**src/rtl/dct_pkg.sv**
```systemverilog
// Purpose: Shared constants and types for the DMA channel transfer control.
// Assumes: One channel, 32-bit register port, 24-bit system bus addresses.
// Notes: Register indices are scaled by four to form byte addresses.
package dct_pkg;

    localparam int ADDR_W = 24;
    localparam int DATA_W = 32;
    localparam int REG_AW = 8;
    localparam int LEN_W = 16;
    localparam int CTRL_W = 16;
    localparam int XFER_W = 16;

    // Register indices; the byte address is four times the index.
    localparam logic [7:0] IDX_A_CUR = 8'h00;
    localparam logic [7:0] IDX_A_START = 8'h04;
    localparam logic [7:0] IDX_B_CUR = 8'h08;
    localparam logic [7:0] IDX_B_START = 8'h0C;
    localparam logic [7:0] IDX_LEN_CUR = 8'h10;
    localparam logic [7:0] IDX_LEN_NEXT = 8'h14;
    localparam logic [7:0] IDX_CTRL = 8'h1C;
    localparam logic [7:0] IDX_STAT = 8'h1E;
    localparam logic [7:0] ADR_A_CUR = {IDX_A_CUR[5:0], 2'b00};
    localparam logic [7:0] ADR_A_START = {IDX_A_START[5:0], 2'b00};
    localparam logic [7:0] ADR_B_CUR = {IDX_B_CUR[5:0], 2'b00};
    localparam logic [7:0] ADR_B_START = {IDX_B_START[5:0], 2'b00};
    localparam logic [7:0] ADR_LEN_CUR = {IDX_LEN_CUR[5:0], 2'b00};
    localparam logic [7:0] ADR_LEN_NEXT = {IDX_LEN_NEXT[5:0], 2'b00};
    localparam logic [7:0] ADR_CTRL = {IDX_CTRL[5:0], 2'b00};
    localparam logic [7:0] ADR_STAT = {IDX_STAT[5:0], 2'b00};

    // Channel control field positions.
    localparam int CTL_CHANNEL_ENABLE = 0;
    localparam int CTL_TERM_IRQ_EN = 1;
    localparam int CTL_OVERRUN_IRQ_EN = 2;
    localparam int CTL_TRANSFER_SIZE = 3;
    localparam int CTL_MEM_TO_MEM = 4;
    localparam int CTL_DIRECTION = 5;
    localparam int CTL_OPERATION_TYPE = 6;
    localparam int CTL_BUS_POLICY = 7;
    localparam int CTL_SOFTWARE_REQUEST = 8;
    localparam int CTL_A_STEP_EN = 9;
    localparam int CTL_A_STEP_LO = 10;
    localparam int CTL_B_STEP_EN = 12;
    localparam int CTL_B_STEP_LO = 13;
    localparam logic [15:0] CTRL_WRITE_MASK = 16'h7FFF;

    // Channel status field positions.
    localparam int STA_TERM = 0;
    localparam int STA_OVERRUN = 1;
    localparam int STA_ACTIVE = 2;
    localparam int STA_PARAMS_VALID = 3;

    // Values after reset and counter constants.
    localparam logic [15:0] CTRL_RST = 16'h0000;
    localparam logic [15:0] LEN_ONE = 16'h0001;
    localparam logic [15:0] LEN_ZERO = 16'h0000;
    localparam logic [15:0] LEN_ZERO_AS = 16'hFFFF;

    // Address step encodings.
    localparam logic [1:0] STEP_INC1 = 2'h0;
    localparam logic [1:0] STEP_INC2 = 2'h1;
    localparam logic [1:0] STEP_DEC1 = 2'h2;
    localparam logic [1:0] STEP_DEC2 = 2'h3;

    typedef enum logic [2:0] {
        ST_IDLE = 3'h0,
        ST_GRANT = 3'h1,
        ST_READ = 3'h3,
        ST_WRITE = 3'h2,
        ST_STEP = 3'h6
    } dct_state_t;

endpackage

```
**src/rtl/dct_addr_step.sv**
```systemverilog
// Purpose: Next value of one address pointer after a transfer cycle.
// Assumes: Pointer wraps modulo two to the twenty-fourth.
// Notes: Purely combinational; the caller decides when to take the value.
`timescale 1ns/10ps
module dct_addr_step (
    input wire logic [23:0] i_addr,
    input wire logic i_en,
    input wire logic [1:0] i_size,
    output logic [23:0] o_addr
);

    logic [23:0] delta;

    // Decrements are formed by adding the two's complement step.
    always_comb begin
        unique case (i_size)
            dct_pkg::STEP_INC1: delta = 24'h000001;
            dct_pkg::STEP_INC2: delta = 24'h000002;
            dct_pkg::STEP_DEC1: delta = 24'hFFFFFF;
            dct_pkg::STEP_DEC2: delta = 24'hFFFFFE;
        endcase
        o_addr = i_en ? i_addr + delta : i_addr;
    end

endmodule

```
**src/rtl/dct_channel.sv**
```systemverilog
// Purpose: One DMA channel with pointers, length counter, control, status.
// Assumes: System bus on i_sys_clk; peripheral request is asynchronous.
// Notes: Software writes to pointers and counters win over hardware steps.
//
// Strobed register access and the placing of the registers were chosen for this implementation.
`timescale 1ns/10ps
module dct_channel (
    input wire logic i_sys_clk,
    input wire logic i_sys_rst,
    input wire logic [7:0] i_reg_addr,
    input wire logic [31:0] i_reg_wdata,
    input wire logic i_reg_wr,
    input wire logic i_reg_rd,
    output logic [31:0] o_reg_rdata,
    input wire logic i_hw_req,
    input wire logic i_bus_grant,
    input wire logic i_bus_ack,
    input wire logic [15:0] i_bus_rdata,
    output logic o_bus_req,
    output logic o_bus_rd,
    output logic o_bus_wr,
    output logic o_bus_word,
    output logic [23:0] o_bus_addr,
    output logic [15:0] o_bus_wdata,
    output logic o_flyby_ack,
    output logic o_irq,
    output logic o_dma_clk_en
);

    typedef struct packed {
        dct_pkg::dct_state_t st;
        logic req_s1;
        logic req_s2;
        logic [23:0] a_cur;
        logic [23:0] a_start;
        logic [23:0] b_cur;
        logic [23:0] b_start;
        logic [15:0] len_cur;
        logic [15:0] len_next;
        logic [15:0] ctrl;
        logic term_flag;
        logic overrun_flag;
        logic params_valid_flag;
        logic [15:0] data;
        logic [31:0] rdata;
        logic bus_req;
        logic bus_rd;
        logic bus_wr;
        logic bus_word;
        logic [23:0] bus_addr;
        logic [15:0] bus_wdata;
        logic flyby_ack;
        logic irq;
        logic clk_en;
    } dct_regs_t;

    dct_regs_t q;
    dct_regs_t n;
    logic [23:0] a_stepped;
    logic [23:0] b_stepped;

    // Pointer stepping; both units look at the registered control fields.
    dct_addr_step u_step_a (
        .i_addr(q.a_cur),
        .i_en(q.ctrl[dct_pkg::CTL_A_STEP_EN]),
        .i_size(q.ctrl[dct_pkg::CTL_A_STEP_LO +: 2]),
        .o_addr(a_stepped)
    );

    dct_addr_step u_step_b (
        .i_addr(q.b_cur),
        .i_en(q.ctrl[dct_pkg::CTL_B_STEP_EN]),
        .i_size(q.ctrl[dct_pkg::CTL_B_STEP_LO +: 2]),
        .o_addr(b_stepped)
    );

    // All next-state logic; the bus outputs are derived from the next state
    // so that every port is a flip-flop and still lines up with its state.
    always_comb begin
        logic enabled;
        logic active;
        logic want;
        logic mem2mem;
        logic direction;
        logic last;
        logic load_next;
        logic set_term;
        logic set_overrun;
        logic clr_valid;
        logic set_valid;
        logic wr_hit;
        dct_pkg::dct_state_t first;
        enabled = 1'b0;
        active = 1'b0;
        want = 1'b0;
        mem2mem = 1'b0;
        direction = 1'b0;
        last = 1'b0;
        load_next = 1'b0;
        set_term = 1'b0;
        set_overrun = 1'b0;
        clr_valid = 1'b0;
        set_valid = 1'b0;
        wr_hit = 1'b0;
        first = dct_pkg::ST_READ;
        n = q;

        // Only the second stage of the synchroniser is looked at.
        n.req_s1 = i_hw_req;
        n.req_s2 = q.req_s1;

        enabled = q.ctrl[dct_pkg::CTL_CHANNEL_ENABLE];
        active = enabled && (q.len_cur != dct_pkg::LEN_ZERO);
        want = active
            && (q.req_s2 || q.ctrl[dct_pkg::CTL_SOFTWARE_REQUEST]);
        mem2mem = q.ctrl[dct_pkg::CTL_MEM_TO_MEM];
        direction = q.ctrl[dct_pkg::CTL_DIRECTION];
        last = (q.len_cur == dct_pkg::LEN_ONE);

        // Fly-by does one bus cycle whose kind follows the direction.
        if (!mem2mem && direction) begin
            first = dct_pkg::ST_WRITE;
        end

        // Transfer sequencer.
        unique case (q.st)
            dct_pkg::ST_IDLE: begin
                if (want) begin
                    n.st = dct_pkg::ST_GRANT;
                end
            end
            dct_pkg::ST_GRANT: begin
                if (!active) begin
                    n.st = dct_pkg::ST_IDLE;
                end else if (i_bus_grant) begin
                    n.st = first;
                end
            end
            dct_pkg::ST_READ: begin
                if (i_bus_ack) begin
                    if (q.ctrl[dct_pkg::CTL_TRANSFER_SIZE]) begin
                        n.data = i_bus_rdata;
                    end else begin
                        n.data = {8'h00, i_bus_rdata[7:0]};
                    end
                    n.st = mem2mem ? dct_pkg::ST_WRITE : dct_pkg::ST_STEP;
                end
            end
            dct_pkg::ST_WRITE: begin
                if (i_bus_ack) begin
                    n.st = dct_pkg::ST_STEP;
                end
            end
            dct_pkg::ST_STEP: begin
                n.a_cur = a_stepped;
                if (mem2mem) begin
                    n.b_cur = b_stepped;
                end
                n.len_cur = q.len_cur - dct_pkg::LEN_ONE;
                if (last) begin
                    set_term = 1'b1;
                    if (q.ctrl[dct_pkg::CTL_OPERATION_TYPE]) begin
                        set_overrun = q.term_flag;
                        load_next = 1'b1;
                    end else begin
                        set_overrun = !q.params_valid_flag;
                        load_next = q.params_valid_flag;
                    end
                end
                // A one-cycle trip through idle drops the bus request.
                if (q.ctrl[dct_pkg::CTL_BUS_POLICY] && want && !last) begin
                    n.st = first;
                end else begin
                    n.st = dct_pkg::ST_IDLE;
                end
            end
            default: n.st = dct_pkg::ST_IDLE;
        endcase

        // A fresh enable on an exhausted channel starts the queued block.
        if (i_reg_wr && (i_reg_addr == dct_pkg::ADR_CTRL)
            && i_reg_wdata[dct_pkg::CTL_CHANNEL_ENABLE]
            && (q.len_cur == dct_pkg::LEN_ZERO) && q.params_valid_flag) begin
            load_next = 1'b1;
        end

        // Block reload; the B pointer is left alone in fly-by mode.
        if (load_next) begin
            n.a_cur = q.a_start;
            if (mem2mem) begin
                n.b_cur = q.b_start;
            end
            if (q.len_next == dct_pkg::LEN_ZERO) begin
                n.len_cur = dct_pkg::LEN_ZERO_AS;
            end else begin
                n.len_cur = q.len_next;
            end
            clr_valid = 1'b1;
        end

        // Register writes; these take priority over hardware updates.
        if (i_reg_wr) begin
            wr_hit = 1'b1;
            unique case (i_reg_addr)
                dct_pkg::ADR_A_CUR: n.a_cur = i_reg_wdata[23:0];
                dct_pkg::ADR_A_START: n.a_start = i_reg_wdata[23:0];
                dct_pkg::ADR_B_CUR: n.b_cur = i_reg_wdata[23:0];
                dct_pkg::ADR_B_START: n.b_start = i_reg_wdata[23:0];
                dct_pkg::ADR_LEN_CUR: begin
                    if (i_reg_wdata[15:0] == dct_pkg::LEN_ZERO) begin
                        n.len_cur = dct_pkg::LEN_ZERO_AS;
                    end else begin
                        n.len_cur = i_reg_wdata[15:0];
                    end
                end
                dct_pkg::ADR_LEN_NEXT: begin
                    n.len_next = i_reg_wdata[15:0];
                    set_valid = 1'b1;
                end
                dct_pkg::ADR_CTRL: begin
                    n.ctrl = i_reg_wdata[15:0]
                        & dct_pkg::CTRL_WRITE_MASK;
                end
                dct_pkg::ADR_STAT: begin
                    // The active flag is computed, so writes cannot touch it.
                    if (i_reg_wdata[dct_pkg::STA_PARAMS_VALID]) begin
                        clr_valid = 1'b1;
                    end
                end
                default: wr_hit = 1'b0;
            endcase
        end

        // Sticky flags: a hardware set wins over a clear in the same cycle.
        if (wr_hit && (i_reg_addr == dct_pkg::ADR_STAT)
            && i_reg_wdata[dct_pkg::STA_TERM]) begin
            n.term_flag = 1'b0;
        end
        if (wr_hit && (i_reg_addr == dct_pkg::ADR_STAT)
            && i_reg_wdata[dct_pkg::STA_OVERRUN]) begin
            n.overrun_flag = 1'b0;
        end
        if (clr_valid) begin
            n.params_valid_flag = 1'b0;
        end
        if (set_term) begin
            n.term_flag = 1'b1;
        end
        if (set_overrun) begin
            n.overrun_flag = 1'b1;
        end
        if (set_valid) begin
            n.params_valid_flag = 1'b1;
        end

        // Read data stands only in the cycle after the strobe.
        n.rdata = 32'h00000000;
        if (i_reg_rd) begin
            unique case (i_reg_addr)
                dct_pkg::ADR_A_CUR: n.rdata = {8'h00, q.a_cur};
                dct_pkg::ADR_A_START: n.rdata = {8'h00, q.a_start};
                dct_pkg::ADR_B_CUR: n.rdata = {8'h00, q.b_cur};
                dct_pkg::ADR_B_START: n.rdata = {8'h00, q.b_start};
                dct_pkg::ADR_LEN_CUR: n.rdata = {16'h0000, q.len_cur};
                dct_pkg::ADR_LEN_NEXT: n.rdata = {16'h0000, q.len_next};
                dct_pkg::ADR_CTRL: n.rdata = {16'h0000, q.ctrl};
                dct_pkg::ADR_STAT: begin
                    n.rdata = {28'h0000000, q.params_valid_flag, active,
                        q.overrun_flag, q.term_flag};
                end
                default: n.rdata = 32'h00000000;
            endcase
        end

        // Bus outputs follow the state about to be entered.
        n.bus_req = (n.st != dct_pkg::ST_IDLE);
        n.bus_rd = (n.st == dct_pkg::ST_READ);
        n.bus_wr = (n.st == dct_pkg::ST_WRITE);
        n.bus_word = n.ctrl[dct_pkg::CTL_TRANSFER_SIZE];
        n.flyby_ack = !n.ctrl[dct_pkg::CTL_MEM_TO_MEM]
            && (n.bus_rd || n.bus_wr);
        n.bus_wdata = n.data;
        if (!n.ctrl[dct_pkg::CTL_MEM_TO_MEM]) begin
            n.bus_addr = n.a_cur;
        end else if (n.bus_wr == n.ctrl[dct_pkg::CTL_DIRECTION]) begin
            n.bus_addr = n.a_cur;
        end else begin
            n.bus_addr = n.b_cur;
        end
        n.irq = (n.term_flag && n.ctrl[dct_pkg::CTL_TERM_IRQ_EN])
            || (n.overrun_flag
            && n.ctrl[dct_pkg::CTL_OVERRUN_IRQ_EN]);
        n.clk_en = n.ctrl[dct_pkg::CTL_CHANNEL_ENABLE];
    end

    // Single register stage; reset clears everything to zero.
    always_ff @(posedge i_sys_clk) begin
        if (i_sys_rst) begin
            q <= '0;
        end else begin
            q <= n;
        end
    end

    // Ports come straight from the state register.
    assign o_reg_rdata = q.rdata;
    assign o_bus_req = q.bus_req;
    assign o_bus_rd = q.bus_rd;
    assign o_bus_wr = q.bus_wr;
    assign o_bus_word = q.bus_word;
    assign o_bus_addr = q.bus_addr;
    assign o_bus_wdata = q.bus_wdata;
    assign o_flyby_ack = q.flyby_ack;
    assign o_irq = q.irq;
    assign o_dma_clk_en = q.clk_en;

endmodule

```
**config.mk**
```make
export PLATFORM = sky130hd
export DESIGN_NAME = dct_channel
export DESIGN_NICKNAME = d
export VERILOG_FILES = /design/src/rtl/dct_pkg.sv /design/src/rtl/dct_addr_step.sv /design/src/rtl/dct_channel.sv
export SDC_FILE = /design/constraint.sdc
export NUM_CORES = 1
export LEC_CHECK = 0
export BUFFER_PORTS_ARGS = -buffer_cell sky130_fd_sc_hd__buf_2
export CAP_MARGIN = 20
export CORE_UTILIZATION = 36
export CTS_CLUSTER_DIAMETER = 30
export CTS_CLUSTER_SIZE = 16
export DETAILED_ROUTE_END_ITERATION = 12
export PLACE_DENSITY = 0.57
export SLEW_MARGIN = 5
export SYNTH_ARGS = -nofsm -noshare
export SYNTH_HDL_FRONTEND = slang
export SYNTH_SLANG_ARGS = --single-unit
```
**constraint.sdc**
```tcl
create_clock -name i_sys_clk -period 4 [get_ports i_sys_clk]
set_input_delay 0 -clock i_sys_clk [delete_from_list [all_inputs] [get_ports i_sys_clk]]
set_output_delay 0 -clock i_sys_clk [all_outputs]
set_load 0.01 [all_outputs]
```
==> results.toml, run 1 <==
[outcome]
outcome = "complete, but fails checks"
violations = "design-rule violations"

[detailed_routing]
wl_per_cell_um = 20.9
via_per_inst = 5.67
drt-total-wl_um = 47700
drt_first_pass_iters = 9
drt-initial-drc-count = 1196
vias = 12900
drtAntennaViolNets = 0
route.detailed.drc = 6

[placement]
gp_congestion = 0.912
placedCellCount = 2116
dpl_cell_area_sq_um = 13700
portBuffers = 125
dp_hpwl_um = 32800

[worst_setup_path]
arrival_ps = 4130
r2r-end = "o_bus_addr[8]$_SDFF_PP0_"
r2r_slack_ps = 310
cpMaxStageDelayCell = "o22a_1"
reg2regPathDepth = 11
path_delay_family = "compound AO/OA/AOI/OAI gates"
crit_path_start_kind = "flip-flop"
path_buf_inv = 1
end_kind = "flip-flop"
worstReg2RegStart = "q[130]$_SDFF_PP0_"
path_class = "reg -> reg"
required_ps = 4440
crit_chain = "inv_1 -> ha_1 -> nor3b_1 -> nand4_1 -> a32oi_1 -> o31a_2 -> nand3b_1 -> xor2_1 -> o22a_1 -> a211oi_1 -> a211oi_1"
critPathMostFrequentCell = "a211oi_1"
cp_slowest_stage_delay_ps = 730
critPathMaxFanout = 16

[global_routing]
grt_max_degree = 80
antenna_found_initial = 1
grt_pass1_wl_um = 74100
grt_pass1_vias = 12500
grt.total_usage = 0.254
overflow = 0

[timing]
tightest_slew_ps = 858
drv_slew = 0
rsz0062_at_grt = "false"
min_period_over_period = 0.922
fin_tns_setup_ps = 0
finalHoldViolations = 0
finalSetupViolations = 0
fmax_mhz = 271
relSlewSlack = 0.428
min_period_ps = 3690
hold_ws_ps = 60.5
finClkSkew_ps = 60.9

[clock_network]
cts_setup_buffers = 0
clockBufferDepth = 3
cts_inserted_buffers = 58
cts_root_buf = "clkbuf_16"
cts_htree_levels = 2
postCtsHoldBufs = 54
cts_resized = 0
path_clk_slew_ps = 50
cts.sinks = 220
clk_latency_ps = 620
tritoncts = "yes"

[min_path]
worstHoldStart = "i_reg_addr[1]"
hp-class = "in -> reg"
hold_path_depth = 6
holdPathEnd = "q[106]$_SDFFE_PP0P_"

[finish]
multi_input_area_sq_um = 7660
utilization = 0.458
syn_to_final_growth_pct = 24.5
layout_common_cells = "270 x nand2_1, 220 x dfxtp_1, 201 x a21oi_1"
fillers = 3433
fin_area_sq_um = 16400
seqCellArea_sq_um = 4400
layout_commonest_cell = "nand2_1"
fin_cells = 2279
drive_gt1_frac = 0.194
n_antenna_cell = 0
final_nets = 1861

[yosys]
synthFlopType = "dfxtp_1"
ys_seq_elements = 220
ys_warn_count = 0
yosys.area.top_type = "dfxtp_1"
syn_area_sq_um = 13200
yosysSeqAreaShare = 0.334
syn_area_per_cell_sq_um = 7.83
ys_types = 92
synth_top_area_frac = 0.334
synthArstFlopShare = 0
synth.area.top_cells = "dfxtp_1 33%, nand2_1 7.7%, a21oi_1 7.6%"
synth_edf_count = 0
syn_inst = 1683

[floorplan]
initial_core_util = 0.368
fp.coreArea_sq_um = 35800
io_pins = 142
dieArea_sq_um = 37400
die_height_um = 193
die_w_um = 193
row_count = 69

[power_and_ir_drop]
vdd_ir_drop_max_mv = 0.326
powerDensity_nw_per_um2 = 467
cellLeakagePower_nw = 6.25

[job]
cap_violations = 0
## cell usage after synthesis, types with 5 or more instances
cell      number
mux4_2        20
a21o_1        10
buf_2         13
nand2_1      270
a22oi_1       19
or4_1          8
o22ai_1        5
or3_1         12
and3_1        16
nand3b_1       6
xor2_1        24
nand3_1       39
a31oi_1        9
o221a_2       16
dfxtp_1      220
nand2b_1       6
nor2b_1       23
o21ai_0       47
inv_1         19
nor3_1        51
clkbuf_1      98
nor2_1       145
nor4_1        21
nand4b_1       5
buf_4         77
a211oi_1      41
mux2i_1       23
buf_1         10
nor3b_1        8
xnor2_1       29
nor4b_1        5
o211ai_1      19
and2_1        16
ha_1          27
o21ai_1       11
a21oi_1      201
nand4_1        9
a221oi_1       5
## flip-flops by register name (all words and copies together) (netlist names)
name,flops
o_bus_addr,24
o_reg_rdata,24
o_bus_wdata,16
o_bus_req,1
o_bus_wr,1
o_irq,1
n,1
o_bus_rd,1
o_flyby_ack,1
q,150
## routing by layer
metal / vias to the layer above / global-route usage / part of all wire
met5: - / 0 / 0
met4: 0 / 0.114 / 0.038
met3: 112 / 0.0603 / 0.091
met2: 571 / 0.387 / 0.44
met1: 6137 / 0.341 / 0.43
li1: 6113 / - / -
## layout make-up
cell class                 instances  share of cell area
clock buffer                      69              0.0953
clock inverter                    40              0.0387
multi-input combinational       1247               0.467
inverter                          20             0.00458
sequential                       220               0.269
timing repair buffer             222              0.0909
tap                              461              0.0352
## how the worst max path moves through the flow
stage | start | endpoint | slack (ps) | depth (start not counted)
2_1_floorplan | q[109]$_SDFFE_PP0P_ | o_bus_addr[18]$_SDFF_PP0_ | 770 | 11
3_3_place_gp | q[112]$_SDFFE_PP0P_ | o_bus_addr[23]$_SDFF_PP0_ | 570 | 10
3_5_place_dp | q[130]$_SDFF_PP0_ | o_bus_addr[8]$_SDFF_PP0_ | 550 | 11
4_1_cts | i_reg_addr[3] | o_bus_addr[23]$_SDFF_PP0_ | 470 | 12
5_1_grt | q[111]$_SDFFE_PP0P_ | o_bus_addr[18]$_SDFF_PP0_ | 120 | 13
6_report | q[130]$_SDFF_PP0_ | o_bus_addr[8]$_SDFF_PP0_ | 310 | 11
## metrics by stage
step | total power [mW] | setup WS (ps)
floorplan | 2.36 | 765
global placement | 2.44 | 571
detailed placement | 2.44 | 546
CTS | 7.70 | 474
global route | 7.83 | 118
finish | 7.66 | 311
## logic make-up (layout without fill, tap and decap cells)
logic type | count (synthesis) | in the layout | synth area share
DFF | 220 | 220 | 0.334
adders and majority gates | 29 | 29 | 0.0287
muxes | 48 | 48 | 0.0559
xor gates and xnor gates | 53 | 53 | 0.0352
buffers and inverters | 223 | 351 | 0.0886
AOI/OAI and AO/OA | 436 | 436 | 0.212
other | 1 | 8 | 0.000285
and+or+nand+nor | 673 | 673 | 0.245
## worst min-delay path: stages
cell	delay, ps
buf_2	90
or4_4	160
nor3_1	70
buf_4	170
nand2_1	60
a21oi_1	50
## report_power, final
group	switching [mW]	internal, mW	total [mW]
clock	1.53	3.68	5.21
combinational	0.152	0.0863	0.239
sequential	0.00502	2.20	2.21
No activity file was read; power rests on OpenSTA's default activity.
==> run 2, diff against run 1 <==
--- a/config.mk
+++ b/config.mk
@@ -8,9 +8,9 @@
 export BUFFER_PORTS_ARGS = -buffer_cell sky130_fd_sc_hd__buf_2
 export CAP_MARGIN = 20
 export CORE_UTILIZATION = 36
-export CTS_CLUSTER_DIAMETER = 30
 export CTS_CLUSTER_SIZE = 16
 export DETAILED_ROUTE_END_ITERATION = 12
+export MAX_ROUTING_LAYER = met4
 export PLACE_DENSITY = 0.57
 export SLEW_MARGIN = 5
 export SYNTH_ARGS = -nofsm -noshare
==> run 2 against run 1 <==
The run still ends with design-rule violations left. Worst hold slack worse by 13 ps. First-iteration DRC count is 24% higher. Total power is 36% lower. Final cell count is 2.2% lower. Critical path depth is 1 higher. Register-to-register slack better by 90 ps. Clock skew is 31 ps lower. Worst setup slack worse by 13 ps. Clock power is 53% lower. Combinational power is 2% lower. Cell area is 7.3% lower.
==> results.toml, run 2 (synthesis gave the netlist of run 1 again) <==
[timing]
drv_slew = 0
finalHoldViolations = 0
finClkSkew_ps = 29.7
relSlewSlack = 0.382
layout_setup_ws_ps = 298
fmax_mhz = 270
tightest_slew_ps = 927
fin_tns_setup_ps = 0
rsz0062_at_grt = "false"
min_period_ps = 3700
min_period_over_period = 0.925
finalSetupViolations = 0

[clock_network]
cts.sinks = 220
cts_setup_buffers = 0
clockBufferDepth = 3
clk_latency_ps = 560
cts_htree_levels = 1
path_clk_slew_ps = 60
cts_resized = 0
tritoncts = "yes"
cts_root_buf = "clkbuf_16"
cts_inserted_buffers = 25

[placement]
portBuffers = 125
placedCellCount = 2116
dpl_cell_area_sq_um = 13700
dpl_worst_slack_ps = 505
gp_congestion = 0.898
dp_hpwl_um = 32800

[worst_setup_path]
critPathMaxFanout = 15
crit_path_start_kind = "primary input"
required_ps = 4430
path_class = "in -> reg"
end_kind = "flip-flop"
arrival_ps = 4130

[power_and_ir_drop]
comb_power_share = 0.048
cellLeakagePower_nw = 5.73
p_total_mw = 4.89
switching_share = 0.236
seqPwrFrac = 0.450
power.internal_mw = 3.74
powerDensity_nw_per_um2 = 322
clock_power_share = 0.502
p_sw_mw = 1.15
vdd_ir_drop_max_mv = 0.285

[detailed_routing]
drtAntennaViolNets = 0
wl_per_cell_um = 20.8
drt-total-wl_um = 46500
drt-initial-drc-count = 1481
route.detailed.drc = 6
vias = 12800
drt_first_pass_iters = 9
via_per_inst = 5.73

[floorplan]
row_count = 69
die_height_um = 193
dieArea_sq_um = 37400
io_pins = 142
initial_core_util = 0.368
fp.coreArea_sq_um = 35800
die_w_um = 193

[finish]
fin_cells = 2229
largest_reg_flops = 150
n_antenna_cell = 0
final_nets = 1841
layout_common_cells = "270 x nand2_1, 220 x dfxtp_1, 201 x a21oi_1"
syn_to_final_growth_pct = 15.4
fillers = 3621
drive_gt1_frac = 0.164
layout_commonest_cell = "nand2_1"
top_register = "q"
fin_area_sq_um = 15200

[outcome]
outcome = "complete, but fails checks"
violations = "design-rule violations"

[global_routing]
grt_max_degree = 83
grt.total_usage = 0.252
grt_pass1_wl_um = 71600
antenna_found_initial = 0
overflow = 0
grt_pass1_vias = 12100

[job]
cap_violations = 0

[min_path]
hp-class = "in -> reg"
## run 2: cell types whose count changed in the layout (fill, tap and decap cells not counted), sizes merged
cell,delta
clkinv,-10
clkbuf,-34
dlygate4sd3,+13
bufinv,-11
clkinvlp,-8
## run 2: cell type report
type	instances	area [sq um]	share of cell area
inverters	20	75.1	0.00494
repair buffers	235	1620	0.107
flip-flops and latches	220	4400	0.290
clock buffers	35	723	0.0476
well taps	461	577	0.0379
multi-input cells	1247	7660	0.503
clock inverters	11	150	0.00987
## run 2: path summary, 6_finish.rpt
path / startpoint / endpoint / slack [ps] / cells past startpoint
worst max register to register: q[111]$_SDFFE_PP0P_ / o_bus_addr[23]$_SDFF_PP0_ / 400 / 12
worst min-delay path: i_reg_addr[7] / o_reg_rdata[15]$_SDFF_PP0_ / 50 / 4
worst min register to register: n[242]$_SDFF_PP0_ / q[242]$_SDFF_PP0_ / 440 / 1
worst max-delay path: i_reg_addr[3] / o_bus_addr[23]$_SDFF_PP0_ / 300 / 12
## run 2: power groups by stage
| stage | Combinational, mW | Clock, mW | Sequential, mW |
|---|---|---|---|
| 6_report | 0.235 | 2.46 | 2.20 |
| 5_1_grt | 0.248 | 2.57 | 2.20 |
| 4_1_cts | 0.231 | 2.49 | 2.20 |
| 3_5_place_dp | 0.193 | 0 | 2.25 |
| 3_3_place_gp | 0.192 | 0 | 2.25 |
| 2_1_floorplan | 0.116 | 0 | 2.25 |
## run 2: through the flow
step           hold slack, ps  utilization
3_5_place_dp              232        0.381
4_1_cts                  12.4        0.424
3_3_place_gp              222        0.381
2_1_floorplan             128            -
5_1_grt                  90.2        0.424
6_report                 47.2        0.424
## run 2: repair_timing
action / in CTS / in global routing
endpoints found under the setup margin: 0 / 0
endpoints found under the hold margin: 185 / 0
hold buffers: 67 / 0
## run 2: worst max-delay path: stages
cell,delay [ps]
dlygate4sd3_1,530
buf_2,130
or4_4,530
dlygate4sd3_1,590
or4_4,500
o2bb2ai_2,210
nand2_2,260
nor2_2,450
nor3_1,100
a211oi_1,370
a211oi_1,110
a211oi_1,340
## run 2: layer usage
layer / track usage / part of all wire / routed length [um]
met1: 0.333 / 0.44 / 20500
met2: 0.383 / 0.44 / 20500
met3: 0.0450 / 0.086 / 3990
met4: 0.0921 / 0.032 / 1510
met5: - / 0 / 0
